File: src/ctw_pkg.sv
// Constants and shared types of the CAN transceiver mode, wake and fault block.
// Assumes one 10 MHz core clock; pin levels are synchronised inside the block.
package ctw_pkg;
    localparam int CTW_CNT_W = 24;
    localparam int CTW_CLK_PERIOD_NS = 100;
    localparam logic [CTW_CNT_W-1:0] CTW_CNT_ONE = 24'h000001;
    // Times in nanoseconds; least times round up, longest times round down.
    localparam int CTW_WAKE_MIN_NS = 500;
    localparam int CTW_WAKE_MAX_NS = 1800000;
    localparam int CTW_TX_TO_NS = 2700000;
    localparam int CTW_BUS_TO_NS = 3000000;
    localparam int CTW_SILENCE_NS = 900000;
    localparam logic [CTW_CNT_W-1:0] CTW_WAKE_MIN_CYC =
        24'((CTW_WAKE_MIN_NS + CTW_CLK_PERIOD_NS - 1) / CTW_CLK_PERIOD_NS);
    localparam logic [CTW_CNT_W-1:0] CTW_WAKE_MAX_CYC = 24'(CTW_WAKE_MAX_NS / CTW_CLK_PERIOD_NS);
    localparam logic [CTW_CNT_W-1:0] CTW_TX_TO_CYC =
        24'((CTW_TX_TO_NS + CTW_CLK_PERIOD_NS - 1) / CTW_CLK_PERIOD_NS);
    localparam logic [CTW_CNT_W-1:0] CTW_BUS_TO_CYC =
        24'((CTW_BUS_TO_NS + CTW_CLK_PERIOD_NS - 1) / CTW_CLK_PERIOD_NS);
    localparam logic [CTW_CNT_W-1:0] CTW_SILENCE_CYC =
        24'((CTW_SILENCE_NS + CTW_CLK_PERIOD_NS - 1) / CTW_CLK_PERIOD_NS);
    // Transceiver mode field codes.
    localparam logic [1:0] CTW_MODE_OFF = 2'h0;
    localparam logic [1:0] CTW_MODE_WAKE = 2'h1;
    localparam logic [1:0] CTW_MODE_RXO = 2'h2;
    localparam logic [1:0] CTW_MODE_NORM = 2'h3;
    // Chip operating mode codes.
    localparam logic [2:0] CTW_SBC_NORMAL = 3'h0;
    localparam logic [2:0] CTW_SBC_STOP = 3'h1;
    localparam logic [2:0] CTW_SBC_SLEEP = 3'h2;
    localparam logic [2:0] CTW_SBC_RESTART = 3'h3;
    localparam logic [2:0] CTW_SBC_FAILSAFE = 3'h4;
    // Termination selector codes.
    localparam logic [1:0] CTW_TERM_FLOAT = 2'h0;
    localparam logic [1:0] CTW_TERM_HALF = 2'h1;
    localparam logic [1:0] CTW_TERM_FIXED = 2'h2;
    localparam logic [1:0] CTW_TERM_GND = 2'h3;
    typedef enum logic [2:0] {PAT_IDLE, PAT_DOM1, PAT_REC, PAT_DOM2, PAT_STALE} ctw_pat_st_t;
    // Counters saturate so that a stuck level never wraps back into range.
    function automatic logic [CTW_CNT_W-1:0] ctw_sat_inc(input logic [CTW_CNT_W-1:0] v);
        ctw_sat_inc = (&v) ? v : v + CTW_CNT_ONE;
    endfunction : ctw_sat_inc
endpackage : ctw_pkg

File: src/ctw_wake_if.sv
// Carrier between the transceiver control and its wake pattern detector.
// Assumes both ends share the core clock, which travels beside it.
`timescale 1ns/10ps
interface ctw_wake_if;
    logic bus_dom;
    logic enable;
    logic hit;
    modport det (input bus_dom, input enable, output hit);
    modport ctl (output bus_dom, output enable, input hit);
endinterface : ctw_wake_if

File: src/ctw_can_xcvr_ctrl.sv
// Transceiver mode control, wake handling, termination and fault supervision.
// Assumes register-side inputs are on the core clock; pin inputs are asynchronous.
`timescale 1ns/10ps
module ctw_can_xcvr_ctrl import ctw_pkg::*; #(
    parameter logic [CTW_CNT_W-1:0] WAKE_MAX_CYC = CTW_WAKE_MAX_CYC,
    parameter logic [CTW_CNT_W-1:0] TX_TO_CYC = CTW_TX_TO_CYC,
    parameter logic [CTW_CNT_W-1:0] BUS_TO_CYC = CTW_BUS_TO_CYC,
    parameter logic [CTW_CNT_W-1:0] SILENCE_CYC = CTW_SILENCE_CYC
) (
    // Clock and reset.
    input wire logic core_clk_in,
    input wire logic rst_in,
    // Mode control from the register side.
    input wire logic mode_wr_in,
    input wire logic [1:0] mode_wdata_in,
    input wire logic [2:0] sbc_mode_in,
    output logic [1:0] mode_out,
    // Status flags and their clear strobes.
    input wire logic wake_flag_clr_in,
    input wire logic can_fail_clr_in,
    input wire logic uv_flag_clr_in,
    output logic bus_wake_flag_out,
    output logic can_fail_flag_out,
    output logic bus_supply_uv_flag_out,
    // Watchdog and chip mode requests.
    input wire logic wdog_on_bus_wake_in,
    input wire logic wdog_enabled_in,
    output logic wdog_auto_en_out,
    output logic restart_req_out,
    // Controller pins.
    input wire logic tx_data_pin_in,
    output logic rx_data_pin_out,
    output logic irq_out_n,
    // Bus front end.
    input wire logic bus_rx_in,
    input wire logic transceiver_supply_uv_in,
    output logic bus_tx_dom_out,
    output logic drv_en_out,
    output logic [1:0] term_sel_out
);
    // Everything that holds state, in one register.
    typedef struct packed {
        logic [1:0] tx_dom_sync;
        logic [1:0] bus_dom_sync;
        logic [1:0] uv_sync;
        logic [1:0] mode;
        logic [2:0] sbc_prev;
        logic woken;
        logic sil_done;
        logic [CTW_CNT_W-1:0] sil_cnt;
        logic [CTW_CNT_W-1:0] tx_cnt;
        logic txto;
        logic [CTW_CNT_W-1:0] bus_cnt;
        logic clamp_seen;
        logic can_fail;
        logic uv_flag;
        logic wake_flag;
        logic irq;
        logic wd_req;
        logic restart_req;
        logic rx_low;
        logic tx_dom_o;
        logic drv_en_o;
        logic [1:0] term_o;
    } ctw_main_state_t;

    ctw_main_state_t st_ff;
    ctw_main_state_t nxt_st;

    ctw_wake_if wif();

    logic tx_dom;
    logic bus_dom;
    logic uv_act;
    logic sbc_chg;
    logic rearm_chip;
    logic wake_hit;

    // Synchronised pin levels; only the second stage of each pair is used.
    assign tx_dom = st_ff.tx_dom_sync[1];
    assign bus_dom = st_ff.bus_dom_sync[1];
    assign uv_act = st_ff.mode[1] & st_ff.uv_sync[1];

    // Chip mode entry into a low-power or safe mode rearms the detector.
    assign sbc_chg = (sbc_mode_in != st_ff.sbc_prev);
    assign rearm_chip = sbc_chg && (sbc_mode_in == CTW_SBC_STOP || sbc_mode_in == CTW_SBC_SLEEP
        || sbc_mode_in == CTW_SBC_FAILSAFE);
    assign wake_hit = wif.hit;

    // The detector only listens in Wake Capable before a wake, never in Off.
    assign wif.enable = (st_ff.mode == CTW_MODE_WAKE) && !st_ff.woken;
    assign wif.bus_dom = bus_dom;

    ctw_wake_pattern #(
        .MIN_CYC(CTW_WAKE_MIN_CYC),
        .MAX_CYC(WAKE_MAX_CYC)
    ) u_wake_pattern (
        .core_clk_in(core_clk_in),
        .rst_in(rst_in),
        .wif(wif)
    );

    // Next-state logic for the whole block.
    always_comb begin
        nxt_st = st_ff;
        nxt_st.tx_dom_sync = {st_ff.tx_dom_sync[0], ~tx_data_pin_in};
        nxt_st.bus_dom_sync = {st_ff.bus_dom_sync[0], ~bus_rx_in};
        nxt_st.uv_sync = {st_ff.uv_sync[0], transceiver_supply_uv_in};
        nxt_st.sbc_prev = sbc_mode_in;
        nxt_st.wd_req = 1'b0;
        nxt_st.restart_req = 1'b0;

        // Mode writes are accepted only where the chip mode allows them.
        if (sbc_mode_in == CTW_SBC_FAILSAFE) begin
            nxt_st.mode = CTW_MODE_WAKE;
        end else if (mode_wr_in) begin
            case (mode_wdata_in)
                CTW_MODE_OFF: nxt_st.mode = CTW_MODE_OFF;
                CTW_MODE_WAKE: begin
                    if (sbc_mode_in == CTW_SBC_STOP || sbc_mode_in == CTW_SBC_SLEEP
                        || sbc_mode_in == CTW_SBC_RESTART || sbc_mode_in == CTW_SBC_NORMAL)
                        nxt_st.mode = CTW_MODE_WAKE;
                end
                CTW_MODE_RXO: begin
                    if (sbc_mode_in == CTW_SBC_NORMAL || sbc_mode_in == CTW_SBC_STOP)
                        nxt_st.mode = CTW_MODE_RXO;
                end
                CTW_MODE_NORM: begin
                    // Normal transmission is entered only with the chip in Normal.
                    if (sbc_mode_in == CTW_SBC_NORMAL) nxt_st.mode = CTW_MODE_NORM;
                end
                default: nxt_st.mode = st_ff.mode;
            endcase
        end

        // Wake latch: leaving Wake Capable or a chip entry rearms it.
        // The mode field itself is never touched by a wake.
        if (st_ff.mode != CTW_MODE_WAKE || rearm_chip) nxt_st.woken = 1'b0;
        if (wake_hit) nxt_st.woken = 1'b1;

        // Wake reaction per chip mode; a new wake wins over a clear.
        if (wake_flag_clr_in) begin
            nxt_st.wake_flag = 1'b0;
            nxt_st.irq = 1'b0;
        end
        if (wake_hit) begin
            nxt_st.wake_flag = 1'b1;
            case (sbc_mode_in)
                CTW_SBC_NORMAL: nxt_st.irq = 1'b1;
                CTW_SBC_STOP: begin
                    // Stop is kept; only the controller moves the chip on.
                    nxt_st.irq = 1'b1;
                    nxt_st.wd_req = wdog_on_bus_wake_in && !wdog_enabled_in;
                end
                CTW_SBC_SLEEP: nxt_st.restart_req = 1'b1;
                CTW_SBC_FAILSAFE: nxt_st.restart_req = 1'b1;
                default: nxt_st.restart_req = 1'b0;
            endcase
        end

        // Bus silence timer gates the ground termination in Wake Capable.
        if (st_ff.mode != CTW_MODE_WAKE) begin
            nxt_st.sil_cnt = '0;
            nxt_st.sil_done = 1'b0;
        end else if (!st_ff.sil_done) begin
            if (bus_dom) nxt_st.sil_cnt = '0;
            else if (st_ff.sil_cnt >= SILENCE_CYC) nxt_st.sil_done = 1'b1;
            else nxt_st.sil_cnt = ctw_sat_inc(st_ff.sil_cnt);
        end

        // Transmit time-out watches the pin, not the driver, so it clears
        // when the controller itself releases the line or the mode leaves Normal.
        if (st_ff.mode == CTW_MODE_NORM && tx_dom) begin
            nxt_st.tx_cnt = ctw_sat_inc(st_ff.tx_cnt);
            if (st_ff.tx_cnt >= TX_TO_CYC) nxt_st.txto = 1'b1;
        end else begin
            nxt_st.tx_cnt = '0;
            nxt_st.txto = 1'b0;
        end

        // Bus clamping reports once per dominant episode.
        if (st_ff.mode[1] && bus_dom) begin
            nxt_st.bus_cnt = ctw_sat_inc(st_ff.bus_cnt);
        end else begin
            nxt_st.bus_cnt = '0;
            nxt_st.clamp_seen = 1'b0;
        end

        // Failure flag: set by either time-out, and a set beats a clear.
        if (can_fail_clr_in) nxt_st.can_fail = 1'b0;
        if (!st_ff.txto && nxt_st.txto) nxt_st.can_fail = 1'b1;
        if (st_ff.mode[1] && bus_dom && st_ff.bus_cnt >= BUS_TO_CYC && !st_ff.clamp_seen) begin
            nxt_st.clamp_seen = 1'b1;
            nxt_st.can_fail = 1'b1;
        end

        // Supply undervoltage flag.
        if (uv_flag_clr_in) nxt_st.uv_flag = 1'b0;
        if (uv_act) nxt_st.uv_flag = 1'b1;

        // Driver stays off in Receive Only, on time-out and on undervoltage,
        // and comes back by itself when the cause goes away.
        nxt_st.drv_en_o = (st_ff.mode == CTW_MODE_NORM) && !nxt_st.txto && !uv_act;
        nxt_st.tx_dom_o = nxt_st.drv_en_o && tx_dom;

        // Receive pin: latched low after a wake, bus level when receiving.
        if (nxt_st.woken) nxt_st.rx_low = 1'b1;
        else nxt_st.rx_low = st_ff.mode[1] && bus_dom;

        // Termination by mode.
        case (st_ff.mode)
            CTW_MODE_NORM: nxt_st.term_o = CTW_TERM_HALF;
            CTW_MODE_RXO: nxt_st.term_o = st_ff.uv_sync[1] ? CTW_TERM_FIXED : CTW_TERM_HALF;
            CTW_MODE_WAKE: begin
                if (st_ff.woken) nxt_st.term_o = CTW_TERM_FIXED;
                else if (st_ff.sil_done) nxt_st.term_o = CTW_TERM_GND;
                else nxt_st.term_o = CTW_TERM_FLOAT;
            end
            default: nxt_st.term_o = CTW_TERM_FLOAT;
        endcase
    end

    // State register; reset gives Off mode and all outputs idle.
    always_ff @(posedge core_clk_in or posedge rst_in) begin
        if (rst_in) st_ff <= '0;
        else st_ff <= nxt_st;
    end

    // Outputs straight from the state register.
    assign mode_out = st_ff.mode;
    assign bus_wake_flag_out = st_ff.wake_flag;
    assign can_fail_flag_out = st_ff.can_fail;
    assign bus_supply_uv_flag_out = st_ff.uv_flag;
    assign wdog_auto_en_out = st_ff.wd_req;
    assign restart_req_out = st_ff.restart_req;
    assign rx_data_pin_out = ~st_ff.rx_low;
    assign irq_out_n = ~st_ff.irq;
    assign bus_tx_dom_out = st_ff.tx_dom_o;
    assign drv_en_out = st_ff.drv_en_o;
    assign term_sel_out = st_ff.term_o;
endmodule : ctw_can_xcvr_ctrl

File: src/ctw_wake_pattern.sv
// Wake pattern detector: dominant, recessive, dominant with bounded phase lengths.
// Assumes bus_dom is already synchronised to the core clock.
`timescale 1ns/10ps
module ctw_wake_pattern import ctw_pkg::*; #(
    parameter logic [CTW_CNT_W-1:0] MIN_CYC = CTW_WAKE_MIN_CYC,
    parameter logic [CTW_CNT_W-1:0] MAX_CYC = CTW_WAKE_MAX_CYC
) (
    // Clock and reset.
    input wire logic core_clk_in,
    input wire logic rst_in,
    // Link to the control logic.
    ctw_wake_if.det wif
);
    typedef struct packed {
        ctw_pat_st_t phase;
        logic [CTW_CNT_W-1:0] cnt;
        logic hit;
    } ctw_pat_state_t;

    ctw_pat_state_t st_ff;
    ctw_pat_state_t nxt_st;

    // Phase tracker; cnt holds the length of the current phase in cycles.
    // A phase that reaches MAX_CYC cycles with this one is already too long.
    always_comb begin
        nxt_st = st_ff;
        nxt_st.hit = 1'b0;
        nxt_st.cnt = ctw_sat_inc(st_ff.cnt);
        if (!wif.enable) begin
            nxt_st.phase = PAT_IDLE;
            nxt_st.cnt = '0;
        end else begin
            case (st_ff.phase)
                PAT_IDLE: begin
                    nxt_st.cnt = CTW_CNT_ONE;
                    if (wif.bus_dom) nxt_st.phase = PAT_DOM1;
                end
                PAT_DOM1: begin
                    if (wif.bus_dom) begin
                        if (st_ff.cnt >= MAX_CYC - CTW_CNT_ONE) nxt_st.phase = PAT_STALE;
                    end else begin
                        nxt_st.cnt = CTW_CNT_ONE;
                        nxt_st.phase = (st_ff.cnt >= MIN_CYC) ? PAT_REC : PAT_IDLE;
                    end
                end
                PAT_REC: begin
                    if (!wif.bus_dom) begin
                        if (st_ff.cnt >= MAX_CYC - CTW_CNT_ONE) nxt_st.phase = PAT_IDLE;
                    end else begin
                        // A short gap restarts as a fresh first phase.
                        nxt_st.cnt = CTW_CNT_ONE;
                        nxt_st.phase = (st_ff.cnt > MIN_CYC) ? PAT_DOM2 : PAT_DOM1;
                    end
                end
                PAT_DOM2: begin
                    if (wif.bus_dom) begin
                        if (st_ff.cnt >= MAX_CYC - CTW_CNT_ONE) nxt_st.phase = PAT_STALE;
                    end else begin
                        nxt_st.hit = (st_ff.cnt >= MIN_CYC);
                        nxt_st.phase = PAT_IDLE;
                    end
                end
                PAT_STALE: begin
                    // Wait out an overlong dominant level before looking again.
                    if (!wif.bus_dom) nxt_st.phase = PAT_IDLE;
                end
                default: nxt_st.phase = PAT_IDLE;
            endcase
        end
    end

    // State register.
    always_ff @(posedge core_clk_in or posedge rst_in) begin
        if (rst_in) st_ff <= '0;
        else st_ff <= nxt_st;
    end

    assign wif.hit = st_ff.hit;
endmodule : ctw_wake_pattern

File: config.mk
export PLATFORM = sky130hd
export DESIGN_NAME = ctw_can_xcvr_ctrl
export DESIGN_NICKNAME = d
export VERILOG_FILES = /design/src/ctw_pkg.sv /design/src/ctw_wake_if.sv /design/src/ctw_can_xcvr_ctrl.sv /design/src/ctw_wake_pattern.sv
export SDC_FILE = /design/constraint.sdc
export NUM_CORES = 1
export LEC_CHECK = 0
export BUFFER_PORTS_ARGS = -buffer_cell sky130_fd_sc_hd__buf_2
export CAP_MARGIN = 10
export CORE_MARGIN = 1
export CORE_UTILIZATION = 62
export DETAILED_ROUTE_END_ITERATION = 8
export HOLD_SLACK_MARGIN = 0.08
export PLACE_DENSITY_LB_ADDON = 0.2
export SYNTH_ARGS = -nofsm -noshare
export SYNTH_HDL_FRONTEND = slang
export SYNTH_SLANG_ARGS = --single-unit
export TNS_END_PERCENT = 20
File: constraint.sdc
create_clock -name core_clk_in -period 4.1 [get_ports core_clk_in]
set_input_delay 0.205 -clock core_clk_in [delete_from_list [all_inputs] [get_ports core_clk_in]]
set_output_delay 0.205 -clock core_clk_in [all_outputs]
set_load 0.02 [all_outputs]
==> summary.txt <==
Timing
  – Setup TNS Final: 0 ns
  – Measured slew at the worst slew-check pin: 1.05 ns
  – Final Hold Fails: 0
  – Tmin final: 2.39 ns
  – Clock Skew: 0.00681 ns
  – Max Slew Vio Count: 0
  – Max Fclk: 0.419 GHz
  – Endpoints failing setup: 0
  – RSZ-0062 raised after global routing: no
  – Tcrit/Tclk final: 58.2%
  – PnR worst setup slack: 1.71 ns
  – Slew Limit Headroom: 29.9%

Worst hold path
  – Hold path cells: 3
  – Hold WC Path Type: in -> reg
  – Hold path startpoint: mode_wdata_in[1]
  – Hold worst-path end: mode_out[1]

Detailed routing
  – Vias: 5681
  – Iteration-0 DRC count of the detailed router: 450
  – Final WL: 15200 µm
  – Average wire per cell in the routed design: 17.1 µm
  – Metal3 WL: 674 µm
  – Vias per Instance: 6.38
  – M1 WL: 6550 µm
  – Final routed DRC violation total: 0
  – Met2 WL post-DR: 7600 µm
  – DR top layer: met4
  – DR pass1 iterations: 5
  – Number of nets still failing antenna checks after routing: 0

Worst setup path
  – Worst path bufs/invs: 0
  – CP delay by family, top: compound AO/OA/AOI/OAI gates
  – Worst Setup Path Type: reg -> reg
  – Crit path largest cell delay: 0.75 ns
  – R2R Setup Slk: 1.71 ns
  – Worst Setup Start Kind: flop
  – Arrival time at the worst endpoint: 2.76 ns
  – CP Max Fanout: 17
  – Worst Path Required: 4.47 ns
  – Reg2reg path depth: 6
  – Worst Setup End Kind: flop
  – Worst r2r src: u_wake_pattern.st_ff[1]
  – CP max-delay cell: o31ai_4
  – CP cell instances: ha_1, and2_1, nand4_1, o31ai_4, or4_1, a21oi_2
  – Reg2reg end: u_wake_pattern.st_ff[14]

Synthesis
  – Post-synth EDFFs: 0
  – Post-Syn Area: 6710 µm²
  – Synth Instances: 712
  – Cell taking the most area after synthesis: dfrtp_1
  – Synth Net Count: 737
  – Syn_area_per_cell: 9.42 µm²
  – Post-synth top flop: dfrtp_1
  – Synth top area share: 47.0%
  – Sequential-to-total area share from yosys stat: 47.0%
  – #FFs+latches synth: 126
  – Synth cell types: 66
  – Post-synth ARST share: 100%
  – Synth area leaders: dfrtp_1 47%, o21ai_0 3.7%, nand3_1 3.4%
  – Yosys warns: 0

CTS
  – CTS max path bufs: 2
  – Post-CTS resize count: 0
  – CTS Root Cell: clkbuf_8
  – Clock-pin slew on the worst setup and hold paths: 0.06 ns
  – H-tree depth: 4
  – Worst-Skew Late Latency: 0.53 ns
  – Sink Count: 126
  – CTS tree: done
  – CTS Buf Count: 17

Finish
  – Most frequent cells in the layout: 126 x dfrtp_1, 52 x nand2_1, 49 x o21ai_0
  – Final core utilization: 72.5%
  – Share of layout cells above drive strength 1: 12.7%
  – Area Overhead vs Synth: 12.7%
  – # diodes: 0
  – Final net count: 767
  – Commonest non-fill, non-tap cell in the layout: dfrtp_1

Die
  – Chip width: 106 µm
  – Chip Height: 106 µm
  – Core Area: 10400 µm²
  – Row count: 37
  – Initial core utilization: 64.4%
  – # IOs: 29
  – Die Area: 11200 µm²

Pwr
  – Gate power share: 6.5%
  – Sw Pwr: 750 µW
  – Reg power frac: 43.8%
  – Worst vdd ir: 364 µV
  – Pwr Density: 391 nW/µm²
  – Pint: 2200 µW
  – Leakage power: 0.00312 µW
  – Clock power frac: 49.6%
  – Total design power: 2950 µW
  – Sw frac: 25.4%

Global route
  – Vias in the first global route: 5515
  – First-pass GRT wire length: 25900 µm
  – Initial antenna violation count: 0
  – Total Routing Usage GR: 29.2%
  – Largest net degree at the start of global routing: 80
  – Total grt overflow: 0

Place
  – DP Wirelength: 9900 µm
  – Place WS: 1.75 ns
  – Final Wtd Congestion: 0.847
  – Port buffer count: 28

Status
  – Status: complete, no violations

Job
  – Max Cap Violations: 0
[sequential cells by signal, summed over array words and instances, names as in the netlist, 2 cells and up]
register              flops
st_ff                    83
u_wake_pattern.st_ff     27
nxt_st                    3
mode_out                  2
term_sel_out              2
[power groups by stage]
| stage | clock (µW) | sequential (µW) | combinational [µW] |
|---|---|---|---|
| 2_1_floorplan | 0 | 1310 | 139 |
| 3_3_place_gp | 0 | 1310 | 176 |
| 3_5_place_dp | 0 | 1320 | 181 |
| 4_1_cts | 1480 | 1290 | 193 |
| 5_1_grt | 1540 | 1300 | 217 |
| 6_report | 1470 | 1290 | 192 |
[how the worst max path moves through the flow]
stage	end	from	cells past startpoint	slack, ns
3_5_place_dp	st_ff[22]	bus_dom	6	1.75
4_1_cts	st_ff[22]	bus_dom	6	1.74
5_1_grt	st_ff[63]	mode_out[1]	5	1.45
3_3_place_gp	st_ff[63]	mode_out[1]	5	1.82
6_report	u_wake_pattern.st_ff[14]	u_wake_pattern.st_ff[1]	6	1.71
2_1_floorplan	bus_dom	rst_in	1	0.54
[synth_stat cells, types with 7 or more instances]
library cell  count
a211oi_1          8
a21oi_1          42
a21oi_2           8
a31oi_1          10
and2_1           15
and3_1           16
and4_1            9
buf_4             9
clkbuf_1         13
dfrtp_1         126
ha_1              9
inv_1            29
mux2i_1           7
nand2_1          52
nand2b_1         11
nand3_1          45
nand4_1          17
nor2_1           47
nor3_1           20
nor4_1           12
o21ai_0          49
o31ai_1          19
or3_1            22
or4_1            18
xnor2_1          11
[metal layers]
metal | vias to the layer above | track usage [%]
li1 | 2703 | -
met1 | 2768 | 37.1
met2 | 173 | 48.7
met3 | 37 | 6.81
met4 | 0 | 11.3
met5 | - | 0
[stage by stage]
stage / std cells / instance area (µm²) / hold slack, ns
5_1_grt: 891 / 7560 / 0.0956
6_report: 891 / 7560 / 0.101
3_3_place_gp: 846 / 6850 / 0.314
2_1_floorplan: 712 / 6710 / 0.236
4_1_cts: 891 / 7560 / 0.0871
3_5_place_dp: 846 / 6850 / 0.319
[layout make-up]
| cell class | count | area [µm²] |
|---|---|---|
| Multi-Input combinational cell | 523 | 3240 |
| Clock inverter | 15 | 163 |
| Timing Repair Buffer | 45 | 300 |
| Tap cell | 136 | 170 |
| Fill cell | 754 | 2860 |
| Sequential cell | 126 | 3150 |
| Clock buffer | 17 | 414 |
| Inverter | 29 | 111 |
[worst min-delay path: cells and delay by family]
| family | cells | cell delay (ns) |
|---|---|---|
| buffers and inverters | 1 | 0.10 |
| AND/OR/NAND/NOR | 1 | 0.14 |
| multiplexers | 1 | 0.15 |
[logic make-up after synthesis]
| kind of cell | after synthesis | share of synthesized area [%] |
|---|---|---|
| buf+inv | 63 | 4.59 |
| fa+ha+maj | 9 | 1.68 |
| mux | 8 | 1.21 |
| simple gates | 310 | 25.8 |
| compound gates | 179 | 17.5 |
| flops | 126 | 47.0 |
| xor+xnor | 17 | 2.22 |
[timing repair]
item                      in CTS  in global routing
hold endpoints to repair      88                  0
buffers inserted               0                  0
hold buffers                  13                  0
No activity file was read; power rests on OpenSTA's default activity.
